## config.mk

```make
export PLATFORM = sky130hd
export DESIGN_NAME = brs_scheduler
export DESIGN_NICKNAME = d
export VERILOG_FILES = /design/src/design/brs_scheduler.v
export VERILOG_INCLUDE_DIRS = /design/src /design/src/design
export SDC_FILE = /design/constraint.sdc
export NUM_CORES = 1
export LEC_CHECK = 0
export BUFFER_PORTS_ARGS = -buffer_cell sky130_fd_sc_hd__buf_4
export CAP_MARGIN = 20
export CORE_MARGIN = 2
export CORE_UTILIZATION = 58
export CTS_BUF_LIST = sky130_fd_sc_hd__clkbuf_8
export DETAILED_ROUTE_END_ITERATION = 16
export GPL_TIMING_DRIVEN = 0
export HOLD_SLACK_MARGIN = 0.03
export PLACE_DENSITY = 0.79
export SLEW_MARGIN = 20
export SYNTH_ARGS = -nofsm -noshare
export SYNTH_HDL_FRONTEND = slang
export SYNTH_SLANG_ARGS = --single-unit
```

## constraint.sdc

```tcl
create_clock -name mclk_i -period 21.2 [get_ports mclk_i]
set_input_delay 6.36 -clock mclk_i [delete_from_list [all_inputs] [get_ports mclk_i]]
set_output_delay 6.36 -clock mclk_i [all_outputs]
set_load 0.03 [all_outputs]
```

## src/design/brs_consts.vh

```
/*
 * Constants shared by the bus request scheduler: port size codes, beat
 * counts, address steps, write page field, cycle classes, stall causes.
 * Assumes it is included by bare name from the design file.
 */
`ifndef BRS_CONSTS_VH
`define BRS_CONSTS_VH

// Port size codes carried with every request.
`define BRS_PS_32 2'h0
`define BRS_PS_16 2'h1
`define BRS_PS_8 2'h2

// Beats per transaction.
`define BRS_BEATS_BURST32 5'h04
`define BRS_BEATS_BURST16 5'h08
`define BRS_BEATS_BURST8 5'h10
`define BRS_BEATS_ONE 5'h01
`define BRS_BEATS_TWO 5'h02

// Address step per beat, in bytes.
`define BRS_STEP_32 4'h4
`define BRS_STEP_16 4'h2
`define BRS_STEP_8 4'h1

// A write page is 256 words: the address above bit 9.
`define BRS_PAGE_MSB 31
`define BRS_PAGE_LSB 10

// Core cycle classes.
`define BRS_CLS_RUN 3'h0
`define BRS_CLS_STREAM 3'h1
`define BRS_CLS_WAIT 3'h2
`define BRS_CLS_REFILL 3'h3
`define BRS_CLS_FIXUP 3'h4

// Stall cause bit positions, lowest serviced first.
`define BRS_C_PART 0
`define BRS_C_DATA 1
`define BRS_C_INST 2
`define BRS_C_MDU 3

// Write buffer shape.
`define BRS_WB_DEPTH 8
`define BRS_WB_AW 3
`define BRS_WB_W 68

`endif

```

## src/design/brs_scheduler.v

```verilog
/*
 * Bus request scheduler: write buffer FIFO, bus interface arbiter and
 * transaction sequencer, and the core stall and cycle class engine.
 * Assumes the core holds each request level until the fixup cycle that
 * ends its stall, and that bus acknowledge and DMA request come from
 * outside the clock domain.
 */
`timescale 1ns/1ps
`default_nettype none
`include "brs_consts.vh"

// ****************************************
// Write buffer FIFO
// ****************************************
module brs_wbuf #(
	parameter W = 68,
	parameter DEPTH = 8,
	parameter AW = 3
) (
	input  wire         mclk_i,
	input  wire         reset_i,
	input  wire         in_valid_i,
	output wire         in_ready_o,
	input  wire [W-1:0] in_data_i,
	output wire         out_valid_o,
	input  wire         out_ready_i,
	output wire [W-1:0] out_data_o
);
	localparam integer FULL_I = DEPTH;
	localparam integer LAST_I = DEPTH - 1;
	localparam [AW:0] FULL = FULL_I[AW:0];
	localparam [AW-1:0] LAST = LAST_I[AW-1:0];
	reg  [W-1:0]  mem [0:DEPTH-1];
	reg  [AW-1:0] wp;
	reg  [AW-1:0] rp;
	reg  [AW:0]   cnt;
	wire          push;
	wire          pop;

	assign in_ready_o = (cnt != FULL);
	assign out_valid_o = (cnt != {(AW+1){1'b0}});
	assign out_data_o = mem[rp];
	assign push = in_valid_i & in_ready_o;
	assign pop = out_valid_o & out_ready_i;

	always @(posedge mclk_i) begin
		if (push) begin
			mem[wp] <= in_data_i;
		end
	end

	always @(posedge mclk_i) begin
		if (reset_i) begin
			wp <= {AW{1'b0}};
			rp <= {AW{1'b0}};
			cnt <= {(AW+1){1'b0}};
		end else begin
			if (push) begin
				wp <= (wp == LAST) ? {AW{1'b0}} : wp + 1'b1;
			end
			if (pop) begin
				rp <= (rp == LAST) ? {AW{1'b0}} : rp + 1'b1;
			end
			if (push & ~pop) begin
				cnt <= cnt + 1'b1;
			end else if (pop & ~push) begin
				cnt <= cnt - 1'b1;
			end
		end
	end
endmodule

// ****************************************
// Scheduler top
// ****************************************
module brs_scheduler (
	input  wire        mclk_i,
	input  wire        reset_i,
	input  wire        core_dread_i,
	input  wire [31:0] core_dread_addr_i,
	input  wire        core_dread_cached_i,
	input  wire [1:0]  core_dread_size_i,
	input  wire [1:0]  core_dread_ps_i,
	input  wire        core_iread_i,
	input  wire [31:0] core_iread_addr_i,
	input  wire        core_iread_cached_i,
	input  wire [1:0]  core_iread_ps_i,
	input  wire        core_store_i,
	input  wire [31:0] core_store_addr_i,
	input  wire [31:0] core_store_data_i,
	input  wire [1:0]  core_store_size_i,
	input  wire [1:0]  core_store_ps_i,
	input  wire        core_store_partial_i,
	input  wire        core_muldiv_read_i,
	input  wire        muldiv_busy_i,
	input  wire        data_block_refill_enable_i,
	input  wire        core_stream_en_i,
	output wire        core_stall_o,
	output reg  [2:0]  cycle_class_o,
	output reg  [31:0] rd_data_o,
	output reg         rd_valid_o,
	output reg         icache_fill_o,
	output reg         dcache_fill_o,
	input  wire        bus_ack_n_i,
	input  wire [31:0] bus_rdata_i,
	input  wire        dma_req_n_i,
	output wire        bus_ale_o,
	output wire        bus_rd_n_o,
	output wire        bus_wr_n_o,
	output wire        bus_burst_n_o,
	output wire        write_page_hit_indicator_n_o,
	output wire [31:0] bus_addr_o,
	output wire [31:0] bus_wdata_o,
	output wire        bus_drive_o,
	output wire        dma_grant_n_o
);
	localparam [1:0] E_RUN = 2'h0;
	localparam [1:0] E_STALL = 2'h1;
	localparam [1:0] E_FIX = 2'h2;
	localparam [2:0] B_IDLE = 3'h0;
	localparam [2:0] B_ADDR = 3'h1;
	localparam [2:0] B_RD = 3'h2;
	localparam [2:0] B_WR = 3'h3;
	localparam [2:0] B_DMA = 3'h4;

	// Beats in one transaction; a single transfer splits into beats on narrow ports only.
	function [4:0] brs_beats;
		input [1:0] ps;
		input [1:0] nb;
		input       burst;
		begin
			if (burst) begin
				case (ps)
				`BRS_PS_32: brs_beats = `BRS_BEATS_BURST32;
				`BRS_PS_16: brs_beats = `BRS_BEATS_BURST16;
				default: brs_beats = `BRS_BEATS_BURST8;
				endcase
			end else begin
				case (ps)
				`BRS_PS_32: brs_beats = `BRS_BEATS_ONE;
				`BRS_PS_16: brs_beats = nb[1] ? `BRS_BEATS_TWO : `BRS_BEATS_ONE;
				default: brs_beats = {3'h0, nb} + `BRS_BEATS_ONE;
				endcase
			end
		end
	endfunction

	function [3:0] brs_step;
		input [1:0] ps;
		begin
			case (ps)
			`BRS_PS_32: brs_step = `BRS_STEP_32;
			`BRS_PS_16: brs_step = `BRS_STEP_16;
			default: brs_step = `BRS_STEP_8;
			endcase
		end
	endfunction

	// ****************************************
	// Input synchronisers
	// ****************************************
	reg ack_m;
	reg ack_n_s;
	reg ack_n_d;
	reg dma_m;
	reg dma_n_s;
	wire ack_hit;
	wire dma_want;

	always @(posedge mclk_i) begin
		if (reset_i) begin
			ack_m <= 1'b1;
			ack_n_s <= 1'b1;
			ack_n_d <= 1'b1;
			dma_m <= 1'b1;
			dma_n_s <= 1'b1;
		end else begin
			ack_m <= bus_ack_n_i;
			ack_n_s <= ack_m;
			ack_n_d <= ack_n_s;
			dma_m <= dma_req_n_i;
			dma_n_s <= dma_m;
		end
	end

	// Each beat is one falling edge of acknowledge, so a held level
	// cannot retire two beats.
	assign ack_hit = ~ack_n_s & ack_n_d;
	assign dma_want = ~dma_n_s;

	// ****************************************
	// Write buffer
	// ****************************************
	reg  [1:0]  eng;
	reg  [3:0]  pend;
	reg         got_d;
	reg         got_i;
	reg  [2:0]  bst;
	wire [3:0]  cause;
	wire        wb_in_ready;
	wire        wb_in_valid;
	wire        wb_out_valid;
	wire        wb_out_ready;
	wire [67:0] wb_out;

	// Stores only ever enter the write buffer, never an instruction fill.
	assign wb_in_valid = core_store_i &
		(((eng == E_RUN) & ~(|cause)) | (eng == E_FIX));

	brs_wbuf #(
		.W(`BRS_WB_W),
		.DEPTH(`BRS_WB_DEPTH),
		.AW(`BRS_WB_AW)
	) u_wbuf (
		.mclk_i      (mclk_i),
		.reset_i     (reset_i),
		.in_valid_i  (wb_in_valid),
		.in_ready_o  (wb_in_ready),
		.in_data_i   ({core_store_ps_i, core_store_size_i,
			core_store_addr_i, core_store_data_i}),
		.out_valid_o (wb_out_valid),
		.out_ready_i (wb_out_ready),
		.out_data_o  (wb_out)
	);

	// ****************************************
	// Stall engine
	// ****************************************
	wire       rd_done;
	wire       d_clear;
	wire       need_d;
	wire       need_i;
	reg  [3:0] next_pend;
	reg        t_inst;

	// No translation buffer exists, so no cause for a translation stall.
	assign cause = {core_muldiv_read_i & muldiv_busy_i,
		core_iread_i,
		core_dread_i | (core_store_i & ~wb_in_ready),
		core_store_i & core_store_partial_i};

	assign d_clear = (~core_dread_i | got_d) &
		(~core_store_i | wb_in_ready);
	assign need_d = (eng == E_STALL) & pend[`BRS_C_DATA] &
		core_dread_i & ~got_d;
	// Instruction miss read waits until data causes are cleared.
	assign need_i = (eng == E_STALL) & pend[`BRS_C_INST] &
		~pend[`BRS_C_DATA] & ~pend[`BRS_C_PART] & ~got_i;

	// One cause is retired per cycle, lowest bit first.
	always @* begin
		next_pend = pend;
		if (pend[`BRS_C_PART]) begin
			next_pend[`BRS_C_PART] = 1'b0;
		end else if (pend[`BRS_C_DATA]) begin
			if (d_clear) begin
				next_pend[`BRS_C_DATA] = 1'b0;
			end
		end else if (pend[`BRS_C_INST]) begin
			if (got_i) begin
				next_pend[`BRS_C_INST] = 1'b0;
			end
		end else if (~muldiv_busy_i) begin
			next_pend[`BRS_C_MDU] = 1'b0;
		end
	end

	always @(posedge mclk_i) begin
		if (reset_i) begin
			eng <= E_RUN;
			pend <= 4'h0;
			got_d <= 1'b0;
			got_i <= 1'b0;
		end else begin
			case (eng)
			E_RUN: begin
				if (|cause) begin
					eng <= E_STALL;
					pend <= cause;
				end
			end
			E_STALL: begin
				pend <= next_pend;
				if (rd_done & t_inst) begin
					got_i <= 1'b1;
				end
				if (rd_done & ~t_inst) begin
					got_d <= 1'b1;
				end
				if (next_pend == 4'h0) begin
					eng <= E_FIX;
				end
			end
			E_FIX: begin
				eng <= E_RUN;
				got_d <= 1'b0;
				got_i <= 1'b0;
			end
			default: begin
				eng <= E_RUN;
			end
			endcase
		end
	end

	// ****************************************
	// Cycle classification
	// ****************************************
	always @* begin
		case (eng)
		E_RUN: cycle_class_o = `BRS_CLS_RUN;
		E_FIX: cycle_class_o = `BRS_CLS_FIXUP;
		E_STALL: begin
			if (icache_fill_o & core_stream_en_i) begin
				cycle_class_o = `BRS_CLS_STREAM;
			end else if (icache_fill_o | dcache_fill_o) begin
				cycle_class_o = `BRS_CLS_REFILL;
			end else begin
				cycle_class_o = `BRS_CLS_WAIT;
			end
		end
		default: cycle_class_o = `BRS_CLS_RUN;
		endcase
	end

	// A streaming cycle lets the core advance while the refill goes on.
	assign core_stall_o = (eng != E_RUN) &
		(cycle_class_o != `BRS_CLS_STREAM);

	// ****************************************
	// Bus arbiter and sequencer
	// ****************************************
	reg         t_wr;
	reg         t_cached;
	reg         t_burst;
	reg  [1:0]  t_ps;
	reg  [31:0] t_base;
	reg  [31:0] t_wdata;
	reg  [3:0]  low;
	reg  [4:0]  beats;
	reg         page_hit;
	reg         last_wr;
	reg  [21:0] last_page;
	wire        go_dma;
	wire        go_i;
	wire        go_w;
	wire        go_d;
	wire        i_burst;
	wire        d_burst;
	wire [31:0] w_addr;

	assign go_dma = (bst == B_IDLE) & dma_want;
	// An uncached fetch waits for the write buffer to drain first.
	assign go_i = (bst == B_IDLE) & ~dma_want & need_i &
		(core_iread_cached_i | ~wb_out_valid);
	assign go_w = (bst == B_IDLE) & ~dma_want & ~go_i &
		wb_out_valid;
	// Data reads wait behind every buffered write, so a read of a
	// pending address always sees the newest value.
	assign go_d = (bst == B_IDLE) & ~dma_want & ~go_i &
		~wb_out_valid & need_d;
	assign wb_out_ready = go_w;
	assign i_burst = core_iread_cached_i;
	assign d_burst = core_dread_cached_i &
		data_block_refill_enable_i;
	assign w_addr = wb_out[63:32];
	assign rd_done = (bst == B_RD) & ack_hit &
		(beats == `BRS_BEATS_ONE);

	always @(posedge mclk_i) begin
		if (reset_i) begin
			bst <= B_IDLE;
			t_wr <= 1'b0;
			t_inst <= 1'b0;
			t_cached <= 1'b0;
			t_burst <= 1'b0;
			t_ps <= `BRS_PS_32;
			t_base <= 32'h00000000;
			t_wdata <= 32'h00000000;
			low <= 4'h0;
			beats <= 5'h00;
			page_hit <= 1'b0;
			last_wr <= 1'b0;
			last_page <= 22'h000000;
			rd_data_o <= 32'h00000000;
			rd_valid_o <= 1'b0;
			icache_fill_o <= 1'b0;
			dcache_fill_o <= 1'b0;
		end else begin
			rd_valid_o <= 1'b0;
			icache_fill_o <= 1'b0;
			dcache_fill_o <= 1'b0;
			case (bst)
			B_IDLE: begin
				if (go_dma) begin
					bst <= B_DMA;
					last_wr <= 1'b0;
				end else if (go_i) begin
					bst <= B_ADDR;
					t_wr <= 1'b0;
					t_inst <= 1'b1;
					t_cached <= core_iread_cached_i;
					t_burst <= i_burst;
					t_ps <= core_iread_ps_i;
					t_base <= core_iread_addr_i;
					low <= i_burst ? 4'h0 : core_iread_addr_i[3:0];
					beats <= brs_beats(core_iread_ps_i, 2'h3, i_burst);
					last_wr <= 1'b0;
				end else if (go_w) begin
					bst <= B_ADDR;
					t_wr <= 1'b1;
					t_inst <= 1'b0;
					t_cached <= 1'b0;
					t_burst <= 1'b0;
					t_ps <= wb_out[67:66];
					t_base <= w_addr;
					t_wdata <= wb_out[31:0];
					low <= w_addr[3:0];
					beats <= brs_beats(wb_out[67:66], wb_out[65:64], 1'b0);
					page_hit <= last_wr & (w_addr[`BRS_PAGE_MSB:
						`BRS_PAGE_LSB] == last_page);
				end else if (go_d) begin
					bst <= B_ADDR;
					t_wr <= 1'b0;
					t_inst <= 1'b0;
					t_cached <= core_dread_cached_i;
					t_burst <= d_burst;
					t_ps <= core_dread_ps_i;
					t_base <= core_dread_addr_i;
					low <= d_burst ? 4'h0 : core_dread_addr_i[3:0];
					beats <= brs_beats(core_dread_ps_i,
						core_dread_size_i, d_burst);
					last_wr <= 1'b0;
				end
			end
			B_ADDR: begin
				// Address phase lasts one cycle; the read or write strobe
				// state follows on the next edge.
				bst <= t_wr ? B_WR : B_RD;
			end
			B_RD: begin
				if (ack_hit) begin
					rd_data_o <= bus_rdata_i;
					rd_valid_o <= 1'b1;
					icache_fill_o <= t_inst & t_cached;
					dcache_fill_o <= ~t_inst & t_cached;
					beats <= beats - 1'b1;
					low <= low + brs_step(t_ps);
					if (beats == `BRS_BEATS_ONE) begin
						bst <= B_IDLE;
					end
				end
			end
			B_WR: begin
				if (ack_hit) begin
					beats <= beats - 1'b1;
					low <= low + brs_step(t_ps);
					if (beats == `BRS_BEATS_ONE) begin
						bst <= B_IDLE;
						last_wr <= 1'b1;
						last_page <= t_base[`BRS_PAGE_MSB:`BRS_PAGE_LSB];
					end
				end
			end
			B_DMA: begin
				if (~dma_want) begin
					bst <= B_IDLE;
				end
			end
			default: begin
				bst <= B_IDLE;
			end
			endcase
		end
	end

	// ****************************************
	// Bus outputs
	// ****************************************
	// Strobes come only from an active transaction state.
	assign bus_ale_o = (bst == B_ADDR);
	assign bus_rd_n_o = ~(bst == B_RD);
	assign bus_wr_n_o = ~(bst == B_WR);
	assign bus_burst_n_o = ~(t_burst & ~t_wr &
		((bst == B_ADDR) | (bst == B_RD)));
	assign write_page_hit_indicator_n_o = ~(page_hit & t_wr &
		((bst == B_ADDR) | (bst == B_WR)));
	assign bus_addr_o = {t_base[31:4], low};
	assign bus_wdata_o = t_wdata;
	// Releasing the drive hands the whole bus to the DMA agent.
	assign bus_drive_o = (bst != B_DMA);
	assign dma_grant_n_o = ~(bst == B_DMA);
endmodule
`default_nettype wire

```

Word level (Yosys, flattened, before mapping) --
Memory sizes are Yosys's and may differ from the RTL's. A register that Yosys moved wholly into a read port is not among the register bits. Cells that the tools add are included.
Storage, ports and cells: bits in registers 164, memory bits (writable) 544, input port bits 184, word-level logic and storage cells 265, memories kept 1
Operators by class: add/subtract/negate cells 9, equal/unequal tests 32, muxes and demuxes 91, bitwise logic cells 71, reductions and logical operators 32
Memory list:
- u_wbuf.mem | depth 8, bits a word 68, read ports 1, clocked after Yosys merged registers in 1, wr ports 1, line brs_scheduler.v:33 | reg [W-1:0] mem [0:DEPTH-1];
Operators with widths (count):
- $mux 32 | 3
- $mux 4 | 16
- $and 1x1->1 | 40
- $mux 3 | 12
- $mux 5 | 7
- $pmux 3 s2 | 5
- $pmux 5 s2 | 3
- $mux 1 | 29
- $not 1->1 | 23
- $eq 22x22->1 | 1
- $mux 2 | 9
- $ne 2x1->1 const B | 6
- $ne 4x4->1 const B | 3
- $pmux 3 s4 | 1
- $pmux 4 s3 | 1
- $reduce_and 4->1 | 3
- $reduce_bool 2->1 | 6
- $eq 2x1->1 const B | 5
- $logic_not 2->1 | 5
- $ne 2x2->1 const B | 5
- $reduce_and 2->1 | 5
- $reduce_and 5->1 | 2
- $eq 3x3->1 const B | 3
- $add 4x4->4 | 2
- 25 further kinds | 40

Depth between registers and ports, before layout --
word-level depth 16, mapped depth 15, mapped depth without buffers 14

Modules after synthesis --
From an unflattened synthesis, not the netlist that was laid out.
Unflattened totals: cell total of the unflattened synthesis 1736, area, all modules 27961.8 µm²
By module, submodules not included:
- brs_wbuf | instances 1, cells an instance 861, area an instance 21021.4 µm², seq. area each 16595.9 µm²
- brs_scheduler | instances 1, cells an instance 875, area an instance 6940.4 µm², seq. area each 3002.9 µm²

Worst setup path before layout --
OpenSTA, ideal clock, no wires.
path type input port to flip-flop, start point input port core_store_i, end point memory u_wbuf.mem[4][0] (enable), library setup time 0.685 ns, arrival time 14.204 ns, setup slack 6.311 ns, stages on the path 5, buffers on the path 1, path through a21boi_0 > and3_1 > clkbuf_1 > o211ai_1 > nor4b_1
On the way: word-level cells in the longest chain between the ends 10
Ends and longest elaborated chain:
- from (decl) | line brs_scheduler.v:88 | input wire core_store_i,
- $and 1x1->1 | line brs_scheduler.v:239 | core_dread_i | (core_store_i & ~wb_in_ready),
- $or 1x1->1 | line brs_scheduler.v:239
- $reduce_or 4->1 | line brs_scheduler.v:208 | (((eng == E_RUN) & ~(|cause)) | (eng == E_FIX));
- $not 1->1 | line brs_scheduler.v:208
- $and 1x1->1 | line brs_scheduler.v:208
- $or 1x1->1 | line brs_scheduler.v:208
- $and 1x1->1 (*) | line brs_scheduler.v:207 | assign wb_in_valid = core_store_i &
- $and 1x1->1 (*) | line brs_scheduler.v:43 | assign push = in_valid_i & in_ready_o;
- $mux 1 (*) | line brs_scheduler.v:47 | if (push) begin
- $mux 1 (implied by the code) (*) | line brs_scheduler.v:48 | mem[wp] <= in_data_i;
- to (decl) | line brs_scheduler.v:33
Every way passes the cells marked *; elsewhere a longest branch is shown, timed or not.

Worst setup path after layout --
start point input port core_stream_en_i, end point output port core_stall_o
On the way: word-level cells in the longest chain between the ends 5
Ends and longest elaborated chain:
- from (decl) | line brs_scheduler.v:97 | input wire core_stream_en_i,
- $and 1x1->1 | line brs_scheduler.v:314 | if (icache_fill_o & core_stream_en_i) begin
- $mux 2 | line brs_scheduler.v:314
- $pmux 3 s2 | line brs_scheduler.v:310 | case (eng)
- $ne 3x1->1 (no line)
- $and 1x1->1 | line brs_scheduler.v:327 | assign core_stall_o = (eng != E_RUN) &
- to (decl) | line brs_scheduler.v:98 | output wire core_stall_o,
Every way passes these cells.

==> metrics.yaml <==
global_routing:
  first_global_vias: 18216
  track_usage: 0.302
  wire_length_of_the_first_global_routing_pass_um: 111000
  globalRoute.totalOverflow: 0
  antenna_violations_before_repair: 10
  pin_count_of_the_biggest_net_entering_global_routing: 20
synthesis:
  yosysTopAreaCell: "edfxtp_1"
  synth_warnings: 0
  post-synth-top-area-fraction: 0.589
  sequential_fraction_of_the_synthesis_area: 0.707
  synth_enable_flop_cells: 544
  synth_cell_types: 63
  postSynth.topFlopCell: "edfxtp_1"
  synth_top_cells_by_area: "edfxtp_1 59%, dfxtp_1 12%, mux4_2 9.8%"
  synth_cells: 1754
  ys_async_sr_fraction: 0
  synth_seq_cells: 707
  syn_avg_cell_area_sq_um: 15.8
  postSynthNetCount: 1958
  syn_area_sq_um: 27700
final_layout:
  finalNetCount: 2449
  area_delta_synth_final_pct: 21.3
  nFillCells: 2983
  drive_above_1_share: 0.311
  final_design_area_no_fill_sq_um: 33600
  final_cell_count_no_fill: 2960
  final_core_utilization: 0.709
detailed_routing:
  drt_first_iter_violations: 1775
  dr.pass1.iters: 7
  routed_wirelength_um: 74300
  viasPerCell: 6.03
  route.detailed.drc: 0
  num_vias: 17838
  drtAntennaViolNets: 0
  wire_per_inst_um: 25.1
sta:
  post-route-min-period_ns: 13.29
  clock_skew_ns: 0.0604
  fin_setup_tns_ns: 0
  finalCritPeriodShare: 0.627
  unrepaired_setup_endpoints_after_global_routing: "no"
  fmax_ghz: 0.0752
  relSlewSlack: 0.204
  timing_max_transition_violations_final: 0
  hold_viol: 0
  finalWorstSetupSlack_ns: 7.91
  worst-slew-pin-transition_ns: 1.19
  timing.final.setup_violations: 0
clock_network:
  clock-sinks: 707
  cts_inserted_buffers: 108
  cts-resized-gates: 0
  ctsLongestPathBuffers: 3
  clockRootBuffer: "clkbuf_8"
  clkTransAtPathRegs_ns: 0.06
  postCtsSetupBuffers: 0
  h-tree-depth: 3
  cts_tree: "built"
  cts-hold-fix-buffers: 0
  worst_skew_pair.late_latency_ns: 0.71
place:
  placement.cell_area_sq_um: 31400
  dp_slack_ns: 7.90
  place_inst: 2750
  placed_wire_length_estimate_um: 53900
  place_congestion: 0.959
  io_buffer_count: 292
setup_path:
  r2r_slack_ns: 16.95
  crit_path_cell_trace: "buf_4, nand2_1, o21ai_0, o21ai_0, buf_4"
  crit_path_max_fanout: 2
  critPathLaunchType: "primary input"
  worstSetupEndpointType: "primary output"
  critPathLaunch: "core_stream_en_i"
  regToRegEndpoint: "u_wbuf.mem[5][7]$_DFFE_PP_"
  r2r.worst_path.cells: 13
  worst_ep_required_time_ns: 14.84
  crit_arrival_ns: 6.93
  r2r_start: "eng[1]$_SDFFE_PP0P_"
  crit_slowest_cell: "buf_4"
  critPathMaxStageDelay_ns: 0.18
  cp_class: "in -> out"
worst_hold_path:
  hold_depth: 1
  worst_hold_class: "reg -> reg"
  worstHoldStart: "dma_m$_SDFF_PP1_"
  worst_hold_path.endpoint: "dma_n_s$_SDFF_PP1_"
floorplanning:
  boundaryPins: 294
  initial_utilization: 0.584
  fp.dieArea_sq_um: 49600
  number_of_rows_in_the_core_area: 80
  core-area_sq_um: 47400
  die_w_um: 223
  die-height_um: 223
pwr:
  power.density_cell_area_nw_per_um2: 117
  p_leak_uw: 0.0118
  power.ir.vdd_worst_mv: 0.0919
flow_run:
  max_cap_viol_count: 0
outcome:
  status: "completed"
[cells in the mapped netlist (all sizes together), types with 3 or more instances]
library cell and instances:
mux4 121, a211oi 38, inv 20, a311oi 27, clkbuf 57, or2 7, nor4 7, o21ai 17
xor2 7, nand4 4, edfxtp 544, o22ai 3, or3 3, xnor2 20, and3 4, nand2b 4
nand2 186, buf 50, o211ai 14, nand3 10, a32oi 3, ha 18, nor4b 3, a31oi 3
nor2b 13, dfxtp 163, a21oi 107, nor2 137, nor3b 7, a221o 3, a2111oi 3, nor3 16
mux2i 86, a221oi 19
[flip-flops by register name (all words and copies together), names as in the netlist, 2 cells and up, named ones only]
register and count:
bst 3, pend 4, rd_data_o 32, low 4, t_ps 2, last_page 22
u_wbuf.rp 3, u_wbuf.wp 3, bus_wdata_o 32, u_wbuf.cnt 4, eng 2, u_wbuf.mem 544
t_base 28, beats 5
[cell type report]
class                   count  area, sq um  share of cell area
multi-input cells         920         7630               0.227
well taps                 615          769              0.0229
clock buffers             134         1840              0.0548
clock inverters            68          340              0.0101
diodes                      8         20.0            0.000595
repair buffers            381         2890              0.0859
flip-flops and latches    707        19600               0.583
plain buffers             107          463              0.0138
inverters                  20         75.1             0.00223
[worst max-delay path, delay by kind of cell]
kind,cells,cell delay (ns)
AO/OA/AOI/OAI,2,0.24
buffers and inverters,2,0.27
AND/OR/NAND/NOR,1,0.05
[metrics by stage]
stage	hold slack, ns	total power (uW)
floorplan	0.389	2420
global placement	0.393	2810
detailed placement	0.403	2840
CTS	0.417	3940
global route	0.436	4090
finish	0.416	3930
[layer usage]
layer | part of all wire | up-vias | global-route usage
met3 | 0.096 | 168 | 0.0719
li1 | - | 7801 | -
met1 | 0.37 | 8862 | 0.378
met4 | 0.039 | 6 | 0.142
met2 | 0.50 | 1001 | 0.502
met5 | 0.00053 | - | 0
[power breakdown]
| part | switching (uW) | total (uW) | internal [uW] | leakage, uW |
|---|---|---|---|---|
| registers | 77.0 | 1660 | 1590 | 0.00623 |
| clock network | 523 | 1110 | 584 | 0.00127 |
| logic | 731 | 1170 | 434 | 0.00430 |
[worst max-delay path by stage]
stage | end | slack [ns] | cells after the start
final | core_stall_o | 7.91 | 5
after global routing | core_stall_o | 7.83 | 5
after CTS | core_stall_o | 7.89 | 5
after detailed placement | core_stall_o | 7.90 | 5
after global placement | u_wbuf.mem[4][11]$_DFFE_PP_ | -1.04 | 6
after floorplan | u_wbuf.mem[4][0]$_DFFE_PP_ | 6.31 | 5
[layout by cell type, fill, tap and decap left out, drive strengths merged, types with 13 or more instances in the layout]
| cell type | instances |
|---|---|
| buf | 431 |
| ha | 18 |
| a221oi | 19 |
| mux2i | 86 |
| o21ai | 17 |
| nand2 | 186 |
| nor2 | 137 |
| o211ai | 14 |
| nor2b | 13 |
| dfxtp | 163 |
| a311oi | 27 |
| inv | 61 |
| clkbuf | 191 |
| nor3 | 16 |
| mux4 | 121 |
| edfxtp | 544 |
| a21oi | 107 |
| clkinv | 21 |
| xnor2 | 20 |
| a211oi | 38 |
[cell families after synthesis]
group	synth area share
compound gates	0.0613
xor+xnor	0.00853
fa+ha+maj	0.00957
buf+inv	0.0194
flops	0.707
mux	0.130
simple gates	0.0641
No activity file was read; power rests on OpenSTA's default activity.
